[config.mk]
export PLATFORM = sky130hd
export DESIGN_NAME = tpg_gpio
export DESIGN_NICKNAME = d
export VERILOG_FILES = /design/src/hdl/tpg_pin_sync.v /design/src/hdl/tpg_gpio.v
export VERILOG_INCLUDE_DIRS = /design/src /design/src/hdl
export SDC_FILE = /design/constraint.sdc
export NUM_CORES = 1
export LEC_CHECK = 0
export BUFFER_PORTS_ARGS = -buffer_cell sky130_fd_sc_hd__buf_4
export CELL_PAD_IN_SITES_DETAIL_PLACEMENT = 2
export CELL_PAD_IN_SITES_GLOBAL_PLACEMENT = 2
export CORE_ASPECT_RATIO = 1.5
export CORE_UTILIZATION = 34
export CTS_CLUSTER_DIAMETER = 30
export DETAILED_ROUTE_END_ITERATION = 16
export PLACE_DENSITY = 0.92
export SLEW_MARGIN = 20
export SYNTH_ARGS = -nofsm -noshare
export SYNTH_HDL_FRONTEND = slang
export SYNTH_SLANG_ARGS = --single-unit
[constraint.sdc]
create_clock -name I_CLOCK -period 8.4 [get_ports I_CLOCK]
set_input_delay 1.26 -clock I_CLOCK [delete_from_list [all_inputs] [get_ports I_CLOCK]]
set_output_delay 1.26 -clock I_CLOCK [all_outputs]
set_load 0.05 [all_outputs]
[src/hdl/tpg_regs.vh]
// Register map, field widths and reset values of the three-port GPIO block.
// Assumes a 32-bit AXI4-Lite slave; printed offsets are indices, byte address = 4 * index.
`ifndef TPG_REGS_VH
`define TPG_REGS_VH

// Printed register indices
`define TPG_IDX_FIRST_LATCH      8'h00
`define TPG_IDX_SECOND_LATCH     8'h01
`define TPG_IDX_THIRD_LATCH      8'h02
// Indices with no printed offset
`define TPG_IDX_FIRST_DIR        8'h04
`define TPG_IDX_SECOND_DIR       8'h05
`define TPG_IDX_THIRD_DIR        8'h06
`define TPG_IDX_FIRST_PULLUP     8'h08
`define TPG_IDX_THIRD_PULLUP     8'h09
`define TPG_IDX_KEY_ENABLES      8'h0a
`define TPG_IDX_ANALOG_SELECT    8'h0b

// Field widths
`define TPG_WIDE_W               8
`define TPG_NARROW_W             7
`define TPG_ASEL_W               5

// Reset values
`define TPG_DIR_RST              8'h00
`define TPG_PULLUP_RST           8'h00
`define TPG_KEY_RST              8'h00
`define TPG_ASEL_RST             5'h1f

// Answer codes
`define TPG_RESP_OKAY            2'b00
`define TPG_RESP_SLVERR          2'b10

`endif

[src/hdl/tpg_pin_sync.v]
// Three-stage synchroniser for a group of package pins.
// Assumes asynchronous pin levels; output is the agreed level of stages two and three.
`timescale 1ns/1ns

module tpg_pin_sync #(
    parameter WIDTH = 8
) (
    input  wire             i_clk,
    input  wire [WIDTH-1:0] i_async,
    output wire [WIDTH-1:0] o_level
);
    reg [WIDTH-1:0] stage1_reg;
    reg [WIDTH-1:0] stage2_reg;
    reg [WIDTH-1:0] stage3_reg;
    reg [WIDTH-1:0] level_reg;

    // Stage one feeds stage two only
    always @(posedge i_clk) begin
        stage1_reg <= i_async;
        stage2_reg <= stage1_reg;
        stage3_reg <= stage2_reg;
    end

    // A bit changes only when stages two and three agree
    genvar b;
    generate
        for (b = 0; b < WIDTH; b = b + 1) begin : g_bit
            always @(posedge i_clk) begin
                if (stage2_reg[b] == stage3_reg[b]) begin
                    level_reg[b] <= stage3_reg[b];
                end
            end
        end
    endgenerate

    assign o_level = level_reg;
endmodule // tpg_pin_sync

[src/hdl/tpg_gpio.v]
// Three-port GPIO block: latches, directions, pullups, analog claim and key enables.
// Assumes an AXI4-Lite master on I_CLOCK and pad cells that take out, enable and pullup.
//
// The AXI4-Lite slave port is this design's own decision.
`timescale 1ns/1ns
`include "tpg_regs.vh"

// Overview of operation
// - Data latches per pin, untouched by reset
// - Direction one drives pin unless analog-claimed, zero inputs
// - Reset clears all direction bits
// - Output pins read back latch value
// - Input pins read back sampled level
// - Latch writes always land, inputs unaffected
// - Direction registers fully readable and writable
// - Pullup on when enabled and input
// - Output direction kills pullup at once
// - Second port has no pullups
// - Analog select claims second-port pin
// - Unselected second-port pins stay digital
// - Key enables route first-port pins out
module tpg_gpio (
    input  wire        I_CLOCK,
    input  wire        I_SYS_RST,
    // AXI4-Lite slave
    input  wire [31:0] I_AWADDR,
    input  wire        I_AWVALID,
    output wire        O_AWREADY,
    input  wire [31:0] I_WDATA,
    input  wire [3:0]  I_WSTRB,
    input  wire        I_WVALID,
    output wire        O_WREADY,
    output wire [1:0]  O_BRESP,
    output wire        O_BVALID,
    input  wire        I_BREADY,
    input  wire [31:0] I_ARADDR,
    input  wire        I_ARVALID,
    output wire        O_ARREADY,
    output wire [31:0] O_RDATA,
    output wire [1:0]  O_RRESP,
    output wire        O_RVALID,
    input  wire        I_RREADY,
    // First port pins
    input  wire [7:0]  I_FIRST_PIN,
    output wire [7:0]  O_FIRST_PIN,
    output wire [7:0]  O_FIRST_PIN_OE,
    output wire [7:0]  O_FIRST_PULLUP,
    output wire [7:0]  O_KEY_INPUTS,
    output wire [7:0]  O_KEY_INTERRUPT_PIN_ENABLES,
    // Second port pins
    input  wire [7:0]  I_SECOND_PIN,
    output wire [7:0]  O_SECOND_PIN,
    output wire [7:0]  O_SECOND_PIN_OE,
    output wire [7:0]  O_ANALOG_CHANNEL_PINS,
    // Third port pins
    input  wire [6:0]  I_THIRD_PIN,
    output wire [6:0]  O_THIRD_PIN,
    output wire [6:0]  O_THIRD_PIN_OE,
    output wire [6:0]  O_THIRD_PULLUP
);
    localparam WA = `TPG_WIDE_W;
    localparam WC = `TPG_NARROW_W;
    // Full-byte reset values, cut to width where a port is narrower
    localparam [WA-1:0] DIR_RST = `TPG_DIR_RST;
    localparam [WA-1:0] PUE_RST = `TPG_PULLUP_RST;

    reg  [WA-1:0] first_port_latch_reg;
    reg  [WA-1:0] second_port_latch_reg;
    reg  [WC-1:0] third_port_latch_reg;
    reg  [WA-1:0] first_port_direction_reg;
    reg  [WA-1:0] second_port_direction_reg;
    reg  [WC-1:0] third_port_direction_reg;
    reg  [WA-1:0] first_port_pullup_enable_reg;
    reg  [WC-1:0] third_port_pullup_enable_reg;
    reg  [WA-1:0] key_interrupt_pin_enables_reg;
    reg  [`TPG_ASEL_W-1:0] analog_select_reg;

    reg           aw_held_reg;
    reg  [31:0]   aw_addr_reg;
    reg           w_held_reg;
    reg  [31:0]   w_data_reg;
    reg  [3:0]    w_strb_reg;
    reg           bvalid_reg;
    reg  [1:0]    bresp_reg;
    reg           rvalid_reg;
    reg  [1:0]    rresp_reg;
    reg  [31:0]   rdata_reg;
    reg  [31:0]   rdata_next;
    reg           rd_hit;
    reg           wr_hit;

    wire [WA-1:0] first_level;
    wire [WA-1:0] second_level;
    wire [WC-1:0] third_level;
    wire [WA-1:0] analog_claim;
    wire [WA-1:0] second_drive;
    wire          do_write;
    wire [7:0]    wr_idx;
    wire [7:0]    rd_idx;
    wire [7:0]    wr_byte;

    // Pins are asynchronous, so each group is synchronised
    tpg_pin_sync #(.WIDTH(WA)) u_sync_first (
        .i_clk   (I_CLOCK),
        .i_async (I_FIRST_PIN),
        .o_level (first_level)
    );
    tpg_pin_sync #(.WIDTH(WA)) u_sync_second (
        .i_clk   (I_CLOCK),
        .i_async (I_SECOND_PIN),
        .o_level (second_level)
    );
    tpg_pin_sync #(.WIDTH(WC)) u_sync_third (
        .i_clk   (I_CLOCK),
        .i_async (I_THIRD_PIN),
        .o_level (third_level)
    );

    // Address and data may arrive in either order; both held till response
    assign O_AWREADY = ~aw_held_reg & ~bvalid_reg;
    assign O_WREADY  = ~w_held_reg & ~bvalid_reg;
    assign do_write  = aw_held_reg & w_held_reg & ~bvalid_reg;
    assign wr_idx    = aw_addr_reg[9:2];
    assign wr_byte   = w_strb_reg[0] ? w_data_reg[7:0] : 8'h00;
    assign rd_idx    = I_ARADDR[9:2];

    always @(posedge I_CLOCK) begin
        if (I_SYS_RST) begin
            aw_held_reg <= 1'b0;
            w_held_reg  <= 1'b0;
            bvalid_reg  <= 1'b0;
            bresp_reg   <= `TPG_RESP_OKAY;
            aw_addr_reg <= 32'h0000_0000;
            w_data_reg  <= 32'h0000_0000;
            w_strb_reg  <= 4'h0;
        end else begin
            if (I_AWVALID && O_AWREADY) begin
                aw_held_reg <= 1'b1;
                aw_addr_reg <= I_AWADDR;
            end
            if (I_WVALID && O_WREADY) begin
                w_held_reg <= 1'b1;
                w_data_reg <= I_WDATA;
                w_strb_reg <= I_WSTRB;
            end
            if (do_write) begin
                bvalid_reg  <= 1'b1;
                bresp_reg   <= wr_hit ? `TPG_RESP_OKAY : `TPG_RESP_SLVERR;
                aw_held_reg <= 1'b0;
                w_held_reg  <= 1'b0;
            end else if (bvalid_reg && I_BREADY) begin
                bvalid_reg <= 1'b0;
            end
        end
    end

    // Write decode; unmapped or misaligned index gives SLVERR
    always @* begin
        wr_hit = (aw_addr_reg[1:0] == 2'b00) && (aw_addr_reg[31:10] == 22'h0) &&
                 ((wr_idx == `TPG_IDX_FIRST_LATCH)  || (wr_idx == `TPG_IDX_SECOND_LATCH) ||
                  (wr_idx == `TPG_IDX_THIRD_LATCH)  || (wr_idx == `TPG_IDX_FIRST_DIR) ||
                  (wr_idx == `TPG_IDX_SECOND_DIR)   || (wr_idx == `TPG_IDX_THIRD_DIR) ||
                  (wr_idx == `TPG_IDX_FIRST_PULLUP) || (wr_idx == `TPG_IDX_THIRD_PULLUP) ||
                  (wr_idx == `TPG_IDX_KEY_ENABLES)  || (wr_idx == `TPG_IDX_ANALOG_SELECT));
    end

    always @(posedge I_CLOCK) begin
        if (do_write && wr_hit && w_strb_reg[0]) begin
            if (wr_idx == `TPG_IDX_FIRST_LATCH) begin
                first_port_latch_reg <= wr_byte;
            end else if (wr_idx == `TPG_IDX_SECOND_LATCH) begin
                second_port_latch_reg <= wr_byte;
            end else if (wr_idx == `TPG_IDX_THIRD_LATCH) begin
                third_port_latch_reg <= wr_byte[WC-1:0];
            end
        end
    end

    // Control registers; only byte lane 0 carries data
    always @(posedge I_CLOCK) begin
        if (I_SYS_RST) begin
            first_port_direction_reg      <= `TPG_DIR_RST;
            second_port_direction_reg     <= `TPG_DIR_RST;
            third_port_direction_reg      <= DIR_RST[WC-1:0];
            first_port_pullup_enable_reg  <= `TPG_PULLUP_RST;
            third_port_pullup_enable_reg  <= PUE_RST[WC-1:0];
            key_interrupt_pin_enables_reg <= `TPG_KEY_RST;
            analog_select_reg             <= `TPG_ASEL_RST;
        end else if (do_write && wr_hit && w_strb_reg[0]) begin
            if (wr_idx == `TPG_IDX_FIRST_DIR) begin
                first_port_direction_reg <= wr_byte;
            end else if (wr_idx == `TPG_IDX_SECOND_DIR) begin
                second_port_direction_reg <= wr_byte;
            end else if (wr_idx == `TPG_IDX_THIRD_DIR) begin
                third_port_direction_reg <= wr_byte[WC-1:0];
            end else if (wr_idx == `TPG_IDX_FIRST_PULLUP) begin
                first_port_pullup_enable_reg <= wr_byte;
            end else if (wr_idx == `TPG_IDX_THIRD_PULLUP) begin
                third_port_pullup_enable_reg <= wr_byte[WC-1:0];
            end else if (wr_idx == `TPG_IDX_KEY_ENABLES) begin
                key_interrupt_pin_enables_reg <= wr_byte;
            end else if (wr_idx == `TPG_IDX_ANALOG_SELECT) begin
                analog_select_reg <= wr_byte[`TPG_ASEL_W-1:0];
            end
        end
    end

    // Read mux: per bit, latch when output, synchronised pin when input
    always @* begin
        rdata_next = 32'h0000_0000;
        rd_hit     = (I_ARADDR[1:0] == 2'b00) && (I_ARADDR[31:10] == 22'h0);
        if (rd_idx == `TPG_IDX_FIRST_LATCH) begin
            rdata_next[WA-1:0] = (first_port_direction_reg & first_port_latch_reg) |
                                 (~first_port_direction_reg & first_level);
        end else if (rd_idx == `TPG_IDX_SECOND_LATCH) begin
            rdata_next[WA-1:0] = (second_port_direction_reg & second_port_latch_reg) |
                                 (~second_port_direction_reg & second_level);
        end else if (rd_idx == `TPG_IDX_THIRD_LATCH) begin
            rdata_next[WC-1:0] = (third_port_direction_reg & third_port_latch_reg) |
                                 (~third_port_direction_reg & third_level);
        end else if (rd_idx == `TPG_IDX_FIRST_DIR) begin
            rdata_next[WA-1:0] = first_port_direction_reg;
        end else if (rd_idx == `TPG_IDX_SECOND_DIR) begin
            rdata_next[WA-1:0] = second_port_direction_reg;
        end else if (rd_idx == `TPG_IDX_THIRD_DIR) begin
            rdata_next[WC-1:0] = third_port_direction_reg;
        end else if (rd_idx == `TPG_IDX_FIRST_PULLUP) begin
            rdata_next[WA-1:0] = first_port_pullup_enable_reg;
        end else if (rd_idx == `TPG_IDX_THIRD_PULLUP) begin
            rdata_next[WC-1:0] = third_port_pullup_enable_reg;
        end else if (rd_idx == `TPG_IDX_KEY_ENABLES) begin
            rdata_next[WA-1:0] = key_interrupt_pin_enables_reg;
        end else if (rd_idx == `TPG_IDX_ANALOG_SELECT) begin
            rdata_next[`TPG_ASEL_W-1:0] = analog_select_reg;
        end else begin
            rd_hit = 1'b0;
        end
        if (!rd_hit) begin
            rdata_next = 32'h0000_0000;
        end
    end

    // One read at a time; ARREADY low while data waits
    assign O_ARREADY = ~rvalid_reg;

    always @(posedge I_CLOCK) begin
        if (I_SYS_RST) begin
            rvalid_reg <= 1'b0;
            rresp_reg  <= `TPG_RESP_OKAY;
            rdata_reg  <= 32'h0000_0000;
        end else if (I_ARVALID && O_ARREADY) begin
            rvalid_reg <= 1'b1;
            rresp_reg  <= rd_hit ? `TPG_RESP_OKAY : `TPG_RESP_SLVERR;
            rdata_reg  <= rdata_next;
        end else if (rvalid_reg && I_RREADY) begin
            rvalid_reg <= 1'b0;
        end
    end

    assign O_BVALID = bvalid_reg;
    assign O_BRESP  = bresp_reg;
    assign O_RVALID = rvalid_reg;
    assign O_RRESP  = rresp_reg;
    assign O_RDATA  = rdata_reg;

    // Per-pin decode of analog channel; codes above 7 claim nothing
    genvar p;
    generate
        for (p = 0; p < WA; p = p + 1) begin : g_second
            // Channel code of this pin; a genvar cannot be part-selected
            localparam [31:0] CODE = p;
            assign analog_claim[p] = (analog_select_reg == CODE[`TPG_ASEL_W-1:0]);
            assign second_drive[p] = second_port_direction_reg[p] & ~analog_claim[p];
        end
    endgenerate

    assign O_FIRST_PIN      = first_port_latch_reg;
    assign O_FIRST_PIN_OE   = first_port_direction_reg;
    assign O_SECOND_PIN     = second_port_latch_reg;
    assign O_SECOND_PIN_OE  = second_drive;
    assign O_THIRD_PIN      = third_port_latch_reg;
    assign O_THIRD_PIN_OE   = third_port_direction_reg;

    // no pullup outputs on second port
    assign O_FIRST_PULLUP = first_port_pullup_enable_reg & ~first_port_direction_reg;
    assign O_THIRD_PULLUP = third_port_pullup_enable_reg & ~third_port_direction_reg;

    assign O_ANALOG_CHANNEL_PINS = analog_claim;

    assign O_KEY_INTERRUPT_PIN_ENABLES = key_interrupt_pin_enables_reg;
    assign O_KEY_INPUTS                = first_level & key_interrupt_pin_enables_reg;
endmodule // tpg_gpio

## Word level (Yosys, flattened, before mapping)

Cells that the tools add are included.

| storage, ports and cells | value |
|---|---|
| register bits after elaboration | 247 |
| bits of input ports | 130 |
| output and inout bits | 126 |
| logic and storage cells | 218 |

| operators by class | value |
|---|---|
| equality and inequality tests | 48 |
| mux-type cells | 32 |
| bitwise logic cells | 47 |
| reductions and logical operators | 39 |

Operators by type and width:

| cell | count |
|---|---|
| $eq A8 B4 Y1 const B | 8 |
| $mux W8 | 7 |
| $and A8 B8 Y8 | 6 |
| $eq A8 B3 Y1 const B | 6 |
| $logic_not A22 Y1 | 2 |
| $eq A1 B1 Y1 | 23 |
| $and A7 B7 Y7 | 3 |
| $mux W7 | 3 |
| $eq A5 B3 Y1 const B | 4 |
| $not A1 Y1 | 20 |
| $mux W1 | 17 |
| $eq A8 B1 Y1 const B | 2 |
| $eq A8 B2 Y1 const B | 2 |
| $logic_not A8 Y1 | 2 |
| $not A8 Y8 | 2 |
| $or A8 B8 Y8 | 2 |
| $and A1 B1 Y1 | 12 |
| $eq A5 B2 Y1 const B | 2 |
| $logic_and A1 B1 Y1 | 10 |
| $mux W5 | 2 |
| $logic_or A1 B1 Y1 | 9 |
| $reduce_and A4 Y1 | 2 |
| $reduce_and A8 Y1 | 1 |
| $not A7 Y7 | 1 |
| other kinds (13) | 18 |

## Logic depth before layout (Yosys ltp)

| depth | value |
|---|---|
| word-level depth | 14 |
| gate-level depth with buffers | 7 |
| gate-level depth less buffers | 5 |

## Modules after synthesis

Synthesis repeated with hierarchy kept, for this count alone.

| unflattened totals | value |
|---|---|
| cells, all modules | 837 |
| area, all modules | 8846.0 sq um |

By module, submodules not included:

| module | times used | cells an instance | area each (sq um) | seq. area each (sq um) |
|---|---|---|---|---|
| tpg_gpio | 1 | 722 | 6572.6 | 2812.7 |
| tpg_pin_sync at u_sync_first ... | 2 | 40 | 790.8 | 720.7 |
| tpg_pin_sync at u_sync_third | 1 | 35 | 691.9 | 630.6 |

## Worst setup path after synthesis

Ideal clock, no wire load.

| timing path | value |
|---|---|
| kind | reg-to-output |
| start | register analog_select_reg[2] |
| end | output O_SECOND_PIN_OE[0] |
| arrival time | 2.391 ns |
| required time | 7.140 ns |
| slack | 4.749 ns |
| stages on the path, launching flop included | 4 |
| buffers on the path | 0 |
| path through | dfxtp_1 or3_1 nor3_1 nor2_1 |

| on the way | value |
|---|---|
| longest elaborated chain between the ends | 3 |

Ends and longest elaborated chain:

| what | line | text |
|---|---|---|
| start, declared | tpg_gpio.v:76 | `` reg [`TPG_ASEL_W-1:0] analog_select_reg; `` |
| start signal, assigned | tpg_gpio.v:188 | `` analog_select_reg <= `TPG_ASEL_RST; `` |
| start signal, assigned | tpg_gpio.v:203 | `` analog_select_reg <= wr_byte[`TPG_ASEL_W-1:0]; `` |
| $logic_not A5 Y1 | tpg_gpio.v:272 | `` assign analog_claim[p] = (analog_select_reg == CODE[`TPG_ASEL_W-1:0]); `` |
| named net O_ANALOG_CHANNEL_PINS[0] | tpg_gpio.v:54 | `output wire [7:0] O_ANALOG_CHANNEL_PINS,` |
| $not A1 Y1 | tpg_gpio.v:273 | `assign second_drive[p] = second_port_direction_reg[p] & ~analog_claim[p];` |
| $and A1 B1 Y1 | tpg_gpio.v:273 |  |
| end, declared | tpg_gpio.v:53 | `output wire [7:0] O_SECOND_PIN_OE,` |

The timed path passes the listed nets, and every way through them passes these cells.

## Final worst setup path

| timing path | value |
|---|---|
| start | register analog_select_reg[2] |
| end | output O_SECOND_PIN_OE[0] |

| on the way | value |
|---|---|
| longest elaborated chain between the ends | 3 |

Ends and longest elaborated chain:

| what | line |
|---|---|
| $logic_not A5 Y1 | tpg_gpio.v:272 |
| $not A1 Y1 | tpg_gpio.v:273 |
| $and A1 B1 Y1 | tpg_gpio.v:273 |

No other way between the ends.

==> results.cfg <==
[finish]
area_growth_pct = 35.5
seq_area_mm2 = 0.00488
largest_register_ffs = 32
multi_input_area_mm2 = 0.00345
fill_cells = 2565
diodes = 0
drive_above_1_share = 0.294
fin_cells = 1374
final_net_count = 1146

[detailed_routing]
ant_nets = 0
wire_per_inst_um = 23.8
wirelength_mm = 32.7
drc_errors = 0
vias_per_cell = 5.16
via_count = 7088
drtIter0Drc = 339
first_pass_iters = 5

[clock_tree]
postCtsSetupBuffers = 0
max-clock-path-buffers = 3
cts_made_buffers = 38
path_clk_slew_ps = 60
hold_buffers = 0
cts_resized = 0
htree_levels = 2
cts_root_buffer = clkbuf_16
clock-sinks = 221
cts_tree = built
clock_latency_ps = 510

[critical_path]
critical_path_buf_inv_count = 1
cpPeakStageDelay_ps = 520
critPathKind = flip-flop to output port
arrival_ps = 2120
cp_max_fo = 4
start_kind = flip-flop
cp-end-kind = output port
rr_worst_depth = 5
worstPathRequired_ps = 7140
critical-path-top-delay-family = simple AND/OR/NAND/NOR gates
cpMaxStageDelayCell = or3_1
worstPathCellList = or3_1 > nor3_1 > nor2_1 > buf_4
path_depth = 4

[timing]
tightest_slew_ps = 1140
min_period_ps = 3380
fin_tns_setup_ps = 0
period_share = 0.402
fin_ws_ps = 5020
rsz0062_at_grt = false
finalMaxSlewViolations = 0
maxSlewHeadroom = 0.235
hold_viol_final = 0
fmax_mhz = 296
finalSetupViolCount = 0
final.setup_skew_ps = 23.5

[grt]
grt_pass1_wl_mm = 49.0
antenna_found_initial = 0
grt_pass1_vias = 8094
grt_max_degree = 106
overflow = 0
grtUsageTotal = 0.251

[hold_path]
min_path_cells = 0
holdCritPathClass = flip-flop to flip-flop

[synthesis]
syn_inst = 809
synth_compound_area_frac = 0.0833
synthArstFlopShare = 0
synth-seq-cells = 221
syn_area_mm2 = 0.00861
ys_types = 53
synth-edff-count = 46
synthSimpleGateAreaFrac = 0.183
synth_xor_area_frac = 0.0234
synth_flop_cell = dfxtp_1
synthMuxAreaShare = 0.0957
yosys_warnings = 0
synth_top_family_by_area = simple AND/OR/NAND/NOR gates
yosysSeqAreaShare = 0.568
avgSynthCellArea_um2 = 10.6
synth-adder-area-share = 0

[placed_design]
gp_congestion = 0.790
post-place-cells = 1304
portBuffers = 202
place_ws_ps = 4870
dp_hpwl_mm = 21.5

[floorplan]
dieHeight_um = 197
die_x_um = 132
row_count = 71
initial_utilization = 0.345
pin_count = 256
die_area_mm2 = 0.0260
core_area_mm2 = 0.0250

[status]
run_status = completed

[flow_run]
drv_cap = 0

[pwr]
ir_worst_vdd_uv = 155
power.density_mw_per_mm2 = 256
power_leakage_uw = 0.00453
==> path summary, 6_finish.rpt <==
check                                                 from                          to  slack (ps)
worst max-delay path                  analog_select_reg[2]          O_SECOND_PIN_OE[0]        5020
worst min register to register  u_sync_third.stage1_reg[0]  u_sync_third.stage2_reg[0]         320
worst min-delay path            u_sync_third.stage1_reg[0]  u_sync_third.stage2_reg[0]         320
worst max register to register             aw_addr_reg[18]             O_SECOND_PIN[3]        5130
==> metal layers <==
layer  vias up  global-route usage  routed length [um]
met4         0               0.117                1200
met2       311               0.485               18000
li1       3196                   -                   -
met1      3501               0.258               11900
met3        80              0.0460                1660
met5         -                   0                   0
==> Yosys cell counts, types with 3 or more instances <==
library cell | n | share of area
and2_1 | 18 | 0.013
nor4_1 | 12 | 0.0087
xnor2_1 | 23 | 0.023
o22ai_1 | 4 | 0.0029
dfxtp_1 | 175 | 0.41
mux2_2 | 8 | 0.010
nand2_1 | 102 | 0.044
a21bo_2 | 4 | 0.0047
a31oi_1 | 3 | 0.0022
nand4_1 | 3 | 0.0022
nand2b_1 | 8 | 0.0058
mux2i_1 | 62 | 0.072
a32oi_1 | 8 | 0.0081
a32o_1 | 6 | 0.0070
buf_4 | 26 | 0.023
a22oi_1 | 5 | 0.0044
mux4_2 | 5 | 0.013
edfxtp_1 | 46 | 0.16
nor4_2 | 6 | 0.0087
nor3_1 | 13 | 0.0076
o21ai_0 | 15 | 0.0087
nor4_4 | 6 | 0.015
nor2_1 | 82 | 0.036
inv_1 | 12 | 0.0052
clkbuf_1 | 34 | 0.015
nor2b_1 | 22 | 0.016
nand3_1 | 8 | 0.0047
a21oi_1 | 61 | 0.035
==> report_power, final <==
part	switching, uW	internal, uW	total, uW
registers	34.4	1130	1160
logic	133	75.4	208
clock network	558	1050	1610
total	725	2260	2980
==> cell type report <==
class,count,share of cell area
inverter,12,0.00386
multi-input combinational,539,0.296
clock inverter,21,0.0205
clock buffer,49,0.0941
timing repair buffer,204,0.132
sequential,221,0.419
tap,328,0.0352
==> layout by cell type (no fill, tap or decap), types with 6 or more instances in the layout <==
master / instances
nand2b_1: 8
buf_4: 203
inv_1: 12
nor2b_1: 22
nor2_1: 82
nor3_1: 13
nor4_4: 6
mux2_2: 8
nand3_1: 8
mux2i_1: 62
and2_1: 17
nor4_1: 11
conb_1: 26
edfxtp_1: 46
dfxtp_1: 175
a32oi_1: 8
o21ai_0: 15
a21oi_1: 61
xnor2_1: 23
nor4_2: 7
a32o_1: 6
clkbuf_16: 42
nand2_1: 102
==> kinds of logic after synthesis <==
group	count (synthesis)
xor+xnor	23
compound gates	117
other cells	1
mux	75
flops	221
buf+inv	74
simple gates	298
==> through the flow <==
stage          hold WS, ps  instance area, um^2   util  power (uW)
2_1_floorplan          310                 8700      -        1310
3_3_place_gp           310                10300  0.413        1370
3_5_place_dp           313                10300  0.413        1390
4_1_cts                320                11700  0.467        3010
5_1_grt                325                11700  0.467        3060
6_report               319                11700  0.467        2980
(Power assumes the default switching activity.)
